**config.mk**
```make
export PLATFORM = sky130hd
export DESIGN_NAME = crcbe_engine
export DESIGN_NICKNAME = d
export VERILOG_FILES = /design/src/crcbe_pkg.sv /design/src/crcbe_engine.sv
export SDC_FILE = /design/constraint.sdc
export NUM_CORES = 1
export LEC_CHECK = 0
export ABC_AREA = 1
export BUFFER_PORTS_ARGS = -buffer_cell sky130_fd_sc_hd__buf_2
export CORE_MARGIN = 4
export CORE_UTILIZATION = 40
export DETAILED_ROUTE_END_ITERATION = 12
export HOLD_SLACK_MARGIN = 0.1
export SYNTH_ARGS = -nofsm -noshare
export SYNTH_HDL_FRONTEND = slang
export SYNTH_SLANG_ARGS = --single-unit
```
**constraint.sdc**
```tcl
create_clock -name clock -period 2.6 [get_ports clock]
set_input_delay 0.13 -clock clock [delete_from_list [all_inputs] [get_ports clock]]
set_output_delay 0.13 -clock clock [all_outputs]
set_load 0.02 [all_outputs]
```
**src/crcbe_pkg.sv**
```systemverilog
// constants shared by the byte-serial crc engine
package crcbe_pkg;

    // ----------------------------------------------------------------
    // register addresses on the special-function-register bus
    // ----------------------------------------------------------------
    localparam logic [7:0]  CTRL_ADDR    = 8'h84;
    localparam logic [7:0]  INPUT_ADDR   = 8'h85;
    localparam logic [7:0]  DATA_ADDR    = 8'h86;
    localparam logic [7:0]  FLIP_ADDR    = 8'h87;

    // ----------------------------------------------------------------
    // control register layout and reset values
    // ----------------------------------------------------------------
    localparam int          SEL_BIT      = 4;
    localparam int          INIT_BIT     = 3;
    localparam int          VAL_BIT      = 2;
    localparam int          PTR_LSB      = 0;
    localparam logic [7:0]  CTRL_RESET   = 8'h00;
    localparam logic [31:0] RESULT_RESET = 32'h0000_0000;
    localparam logic [7:0]  RDATA_RESET  = 8'h00;
    localparam logic [7:0]  FLIP_RESET   = 8'h00;

    // ----------------------------------------------------------------
    // polynomials and presets
    // ----------------------------------------------------------------
    localparam logic [15:0] POLY16       = 16'h1021;
    localparam logic [31:0] POLY32       = 32'h04c1_1db7;
    localparam logic [31:0] POLY32_REFL  = 32'hedb8_8320;
    localparam logic [31:0] PRESET_ZERO  = 32'h0000_0000;
    localparam logic [31:0] PRESET_ONES  = 32'hffff_ffff;
    localparam int          BITS_PER_CYC = 4;

    typedef enum logic [1:0] {
        CRCBE_LOW  = 2'b00,
        CRCBE_HIGH = 2'b01
    } crcbe_phase_t;

endpackage

```
**src/crcbe_engine.sv**
```systemverilog
// byte-serial crc16/crc32 engine with bit-reverse register behind the sfr bus
`timescale 1ns/10ps
module crcbe_engine
    import crcbe_pkg::*;
#(
    parameter int DEPTH = 2,
    parameter int WIDTH = 8
) (
    input  wire logic             clock,
    input  wire logic             rst_n,
    input  wire logic [7:0]       sfr_addr,
    input  wire logic             sfr_wr,
    input  wire logic             sfr_rd,
    input  wire logic [WIDTH-1:0] sfr_wdata,
    output logic      [7:0]       sfr_rdata,
    output logic                  sfr_ready
);
    localparam int AW = (DEPTH > 1) ? $clog2(DEPTH) : 1;
    localparam int CW = $clog2(DEPTH + 1);

    // ----------------------------------------------------------------
    // state
    // ----------------------------------------------------------------
    logic [WIDTH-1:0] fifo_mem [DEPTH];
    logic [AW-1:0]    wptr_reg;
    logic [AW-1:0]    rptr_reg;
    logic [CW-1:0]    count_reg;
    crcbe_phase_t     phase_reg;
    logic [31:0]      result_reg;
    logic [31:0]      result_next;
    logic             sel_reg;
    logic             val_reg;
    logic [1:0]       ptr_reg;
    logic [7:0]       flip_reg;
    logic [7:0]       rdata_reg;
    logic [7:0]       head;
    logic             busy;
    logic             full;
    logic             hit_input;
    logic             hit_res;
    logic             take_wr;
    logic             take_rd;
    logic             push;
    logic             pop;
    logic             data_acc;
    logic [1:0]       byte_sel;
    logic [7:0]       cur_byte;

    // ----------------------------------------------------------------
    // crc step functions
    // ----------------------------------------------------------------
    function automatic logic [31:0] crc_bit(input logic [31:0] c, input logic m16);
        logic [15:0] c16;
        logic [31:0] r;
        c16 = c[15:0];
        r = c;
        if (m16) begin
            if (c16[15]) begin
                c16 = (c16 << 1) ^ POLY16;
            end else begin
                c16 = c16 << 1;
            end
            r = {c[31:16], c16};
        end else if (c[0]) begin
            r = (c >> 1) ^ POLY32_REFL;
        end else begin
            r = c >> 1;
        end
        return r;
    endfunction

    function automatic logic [31:0] crc_in(input logic [31:0] c, input logic m16,
                                           input logic [7:0] b);
        logic [31:0] r;
        r = m16 ? (c ^ {16'h0000, b, 8'h00}) : (c ^ {24'h00_0000, b});
        return r;
    endfunction

    function automatic logic [31:0] crc_ref(input logic [31:0] c, input logic m16,
                                            input logic [7:0] b);
        logic [31:0] r;
        r = crc_in(c, m16, b);
        for (int i = 0; i < 8; i++) begin
            r = crc_bit(r, m16);
        end
        return r;
    endfunction

    function automatic logic [7:0] bit_rev(input logic [7:0] b);
        logic [7:0] r;
        r = 8'h00;
        for (int i = 0; i < 8; i++) begin
            r[i] = b[7-i];
        end
        return r;
    endfunction

    // ----------------------------------------------------------------
    // bus decode and hold-off
    // ----------------------------------------------------------------
    // result and control accesses wait until queued bytes are folded in
    assign busy      = (count_reg != '0);
    assign full      = (count_reg == CW'(DEPTH));
    assign hit_input = (sfr_addr == INPUT_ADDR);
    assign hit_res   = (sfr_addr == CTRL_ADDR) || (sfr_addr == DATA_ADDR);
    assign sfr_ready = hit_input ? !(sfr_wr && full) : !(hit_res && busy);
    assign take_wr   = sfr_wr && sfr_ready;
    assign take_rd   = sfr_rd && sfr_ready && !sfr_wr;
    assign push      = take_wr && hit_input;
    assign data_acc  = (take_wr || take_rd) && (sfr_addr == DATA_ADDR);
    assign byte_sel  = sel_reg ? {1'b0, ptr_reg[0]} : ptr_reg;
    assign head      = fifo_mem[rptr_reg];
    assign pop       = busy && (phase_reg == CRCBE_HIGH);
    assign sfr_rdata = rdata_reg;

    always_comb begin
        case (byte_sel)
            2'b00:   cur_byte = result_reg[7:0];
            2'b01:   cur_byte = result_reg[15:8];
            2'b10:   cur_byte = result_reg[23:16];
            default: cur_byte = result_reg[31:24];
        endcase
    end

    // ----------------------------------------------------------------
    // two-entry input buffer
    // ----------------------------------------------------------------
    always_ff @(posedge clock) begin
        if (push) begin
            fifo_mem[wptr_reg] <= sfr_wdata;
        end
    end

    always_ff @(posedge clock) begin
        if (!rst_n) begin
            wptr_reg  <= '0;
            rptr_reg  <= '0;
            count_reg <= '0;
        end else begin
            if (push) begin
                wptr_reg <= (wptr_reg == AW'(DEPTH - 1)) ? '0 : wptr_reg + 1'b1;
            end
            if (pop) begin
                rptr_reg <= (rptr_reg == AW'(DEPTH - 1)) ? '0 : rptr_reg + 1'b1;
            end
            count_reg <= count_reg + CW'(push) - CW'(pop);
        end
    end

    // ----------------------------------------------------------------
    // nibble-serial engine: two cycles per byte halves the xor depth
    // ----------------------------------------------------------------
    always_ff @(posedge clock) begin
        if (!rst_n) begin
            phase_reg <= CRCBE_LOW;
        end else if (busy) begin
            phase_reg <= (phase_reg == CRCBE_LOW) ? CRCBE_HIGH : CRCBE_LOW;
        end else begin
            phase_reg <= CRCBE_LOW;
        end
    end

    always_comb begin
        result_next = result_reg;
        if (busy) begin
            if (phase_reg == CRCBE_LOW) begin
                result_next = crc_in(result_reg, sel_reg, head);
            end
            for (int i = 0; i < BITS_PER_CYC; i++) begin
                result_next = crc_bit(result_next, sel_reg);
            end
        end else if (take_wr && (sfr_addr == CTRL_ADDR) && sfr_wdata[INIT_BIT]) begin
            result_next = sfr_wdata[VAL_BIT] ? PRESET_ONES : PRESET_ZERO;
        end else if (take_wr && (sfr_addr == DATA_ADDR)) begin
            case (byte_sel)
                2'b00:   result_next[7:0]   = sfr_wdata;
                2'b01:   result_next[15:8]  = sfr_wdata;
                2'b10:   result_next[23:16] = sfr_wdata;
                default: result_next[31:24] = sfr_wdata;
            endcase
        end
    end

    always_ff @(posedge clock) begin
        if (!rst_n) begin
            result_reg <= RESULT_RESET;
        end else begin
            result_reg <= result_next;
        end
    end

    // ----------------------------------------------------------------
    // control, pointer, bit-reverse and read data
    // ----------------------------------------------------------------
    always_ff @(posedge clock) begin
        if (!rst_n) begin
            sel_reg <= CTRL_RESET[SEL_BIT];
            val_reg <= CTRL_RESET[VAL_BIT];
            ptr_reg <= CTRL_RESET[PTR_LSB+1:PTR_LSB];
        end else if (take_wr && (sfr_addr == CTRL_ADDR)) begin
            sel_reg <= sfr_wdata[SEL_BIT];
            val_reg <= sfr_wdata[VAL_BIT];
            ptr_reg <= sfr_wdata[PTR_LSB+1:PTR_LSB];
        end else if (data_acc) begin
            ptr_reg <= ptr_reg + 2'b01;
        end
    end

    always_ff @(posedge clock) begin
        if (!rst_n) begin
            flip_reg <= FLIP_RESET;
        end else if (take_wr && (sfr_addr == FLIP_ADDR)) begin
            flip_reg <= bit_rev(sfr_wdata);
        end
    end

    always_ff @(posedge clock) begin
        if (!rst_n) begin
            rdata_reg <= RDATA_RESET;
        end else if (take_rd) begin
            case (sfr_addr)
                CTRL_ADDR: rdata_reg <= {3'b000, sel_reg, 1'b0, val_reg, ptr_reg};
                DATA_ADDR: rdata_reg <= cur_byte;
                FLIP_ADDR: rdata_reg <= flip_reg;
                default:   rdata_reg <= 8'h00;
            endcase
        end
    end

    // ----------------------------------------------------------------
    // assertions
    // ----------------------------------------------------------------
    logic [31:0] start_reg;
    always_ff @(posedge clock) begin
        if (busy && (phase_reg == CRCBE_LOW)) begin
            start_reg <= result_reg;
        end
    end
endmodule

```
==> impl_metrics.toml <==
[grt]
met1_usage = 0.319
grt_max_degree = 33
met2_usage = 0.367
grt_pass1_vias = 4743
grt-busiest-layer = "met2"
use_met3 = 0.0524
antenna_found_initial = 0
grt.overflow.total = 0
grtUsageTotal = 0.238
grt_pass1_wl_um = 25900

[placed_design]
place.gp.congestion = 0.994
dpl-instance-area_sq_um = 5080
portBuffers = 28
place.detailed.hpwl_um = 12400
post-place-ws_ns = 0.367

[synth]
synth.top_cell.area_share = 0.242
ys.flop_type = "dfxtp_1"
seq_area_frac_synth = 0.342
yosysWarnings = 0
synth_edf_count = 16
yosysUniqueCellTypes = 47
netlist_top_cells_count = "193 x nand2_1, 72 x nor2_1, 70 x inv_1"
synth_fp_nets = 755
synth.avg_cell_area_sq_um = 6.55
yosysMostFrequentCell = "nand2_1"
ys_ff_latch = 74
async_flop_share = 0
synth_top_area_cell = "dfxtp_1"
synth_cells = 733
syn_area_sq_um = 4800
synthTopCellsByArea = "dfxtp_1 24%, nand2_1 15%, edfxtp_1 10%"

[clocking]
ctsResizeCount = 0
clkTransAtPathRegs_ns = 0.06
cts-root-buf = "clkbuf_16"
cts_setup_buffers = 0
clockBufferDepth = 2
clk_latency_ns = 0.35
tritoncts = "built"
htreeDepth = 3
cts.sinks = 74
cts_made_buffers = 9

[worst_setup_path]
critPathArrivalTime_ns = 2.58
path_class = "register to register"
path_max_fanout = 12
required_ns = 2.89
start_kind = "register"
end_kind = "register"

[detailed_routing]
dr.first_iter.drc_count = 578
wire_per_inst_um = 17.9
drtPass1Iterations = 7
wl_um = 16400
vias = 5081
via_per_inst = 5.55
drtAntennaViolNets = 0
drcViolationCount = 0

[worst_hold_path]
hold_path.class = "primary input to register"

[power]
power_switching_uw = 586
cellLeakagePower_nw = 2.40
peakVddDrop_mv = 0.509
comb_power_share = 0.056
power_density_nw_per_um2 = 477
pwr-share-clk = 0.489
seq_power_share = 0.455
swShare = 0.225
p_int_mw = 2.02

[timing]
period_needed_ns = 2.28
clock.fmax_mhz = 438
tightest_slew_ns = 0.775
fin_setup_tns_ns = 0
relSlewSlack = 0.481
rsz0062_at_grt = "no"
period_share = 0.879
final_hold_viol_count = 0
drv_slew = 0
setup_ws_ns = 0.315
clock_skew_ns = 0.00540
setup_violations = 0

[floorplanning]
ios = 29
dieArea_sq_um = 13800
core_area_sq_um = 11600
rows = 39
die_y_um = 118
initial_utilization = 0.415
die_w_um = 118

[final_layout]
nets = 790
insertedDiodeCount = 0
drive_above_1_share = 0.116
largest_reg_flops = 28
fin_util = 0.473
design_area_sq_um = 5470
area_delta_synth_final_pct = 13.8

[outcome]
run_status = "finished, final reports clean"

[run]
drv_cap = 0
==> cell usage in the layout, fill, tap and decap left out, types with 4 or more instances in the layout <==
master	count
nand2_1	193
nor2_1	72
inv_1	70
a21oi_1	61
nand3_1	58
dfxtp_1	58
o21ai_0	55
buf_2	28
o21ai_1	26
xor2_1	20
edfxtp_1	16
inv_2	11
buf_4	10
clkbuf_16	9
nand2_2	8
dlygate4sd3_1	8
nor2_2	6
xnor2_1	6
a31oi_1	5
nor3_1	4
o211ai_1	4
o221ai_1	4
==> power by group through the flow <==
stage	clock (mW)	sequential, mW	combinational, mW
after floorplan	0	1.21	0.0691
after global placement	0	1.21	0.133
after detailed placement	0	1.21	0.134
after CTS	1.29	1.18	0.143
after global routing	1.34	1.18	0.160
final	1.27	1.18	0.146
==> worst max-delay path: stages (launching register included) <==
cell	delay, ns
dfxtp_1	0.36
nor2_2	0.37
nand3_1	0.13
nand2_1	0.42
nand2_1	0.20
nand2_1	0.15
nand2_1	0.08
nand2_1	0.11
xor2_1	0.15
nand2_1	0.08
nand3_1	0.07
nand2_1	0.05
inv_1	0.04
==> final timing paths <==
check | start | endpoint | slack (ns) | depth (start not counted)
setup / recovery | phase_reg[0]$_SDFF_PN0_ | result_reg[28]$_SDFFE_PN0P_ | 0.32 | 12
hold / removal | sfr_wr | sel_reg$_SDFFE_PN0P_ | 0.19 | 3
setup reg to reg | phase_reg[0]$_SDFF_PN0_ | result_reg[28]$_SDFFE_PN0P_ | 0.32 | 12
hold reg to reg | flip_reg[6]$_SDFFE_PN0P_ | flip_reg[6]$_SDFFE_PN0P_ | 0.45 | 2
==> layout make-up <==
type / instances / area (sq um)
fill: 1191 / 6100
multi-input combinational: 553 / 2730
sequential: 74 / 1640
inverter: 84 / 315
timing repair buffer: 46 / 295
clock buffer: 13 / 260
tap: 143 / 179
clock inverter: 3 / 40.0
==> timing repair <==
action                                 4_1_cts  5_1_grt
hold buffers                                 7        1
setup endpoints to repair                    0        0
endpoints found under the hold margin       14        1
==> cells by family (layout without fill, tap and decap cells) <==
| kind of cell | Yosys count | count (layout) | synth area share |
|---|---|---|---|
| AND/OR/NAND/NOR | 360 | 360 | 0.330 |
| AO/OA/AOI/OAI | 164 | 164 | 0.183 |
| buffers and inverters | 106 | 146 | 0.0886 |
| flip-flops | 74 | 74 | 0.342 |
| XOR/XNOR | 27 | 27 | 0.0508 |
| adder cells (fa/ha/maj) | 2 | 2 | 0.00521 |
==> per-layer routing <==
layer / vias to the layer above / wire length, um / part of all wire
met4: 0 / 736 / 0.045
met5: - / 0 / 0
met1: 2337 / 7170 / 0.44
met3: 57 / 1260 / 0.077
met2: 222 / 7240 / 0.44
li1: 2465 / - / -
==> per-stage QoR <==
step                cells  hold slack (ns)  total power [mW]
floorplan             733            0.229              1.28
global placement      892            0.343              1.34
detailed placement    892            0.352              1.34
CTS                   915            0.103              2.62
global route          916            0.204              2.68
finish                916            0.188              2.60
No activity file was read; power rests on OpenSTA's default activity.
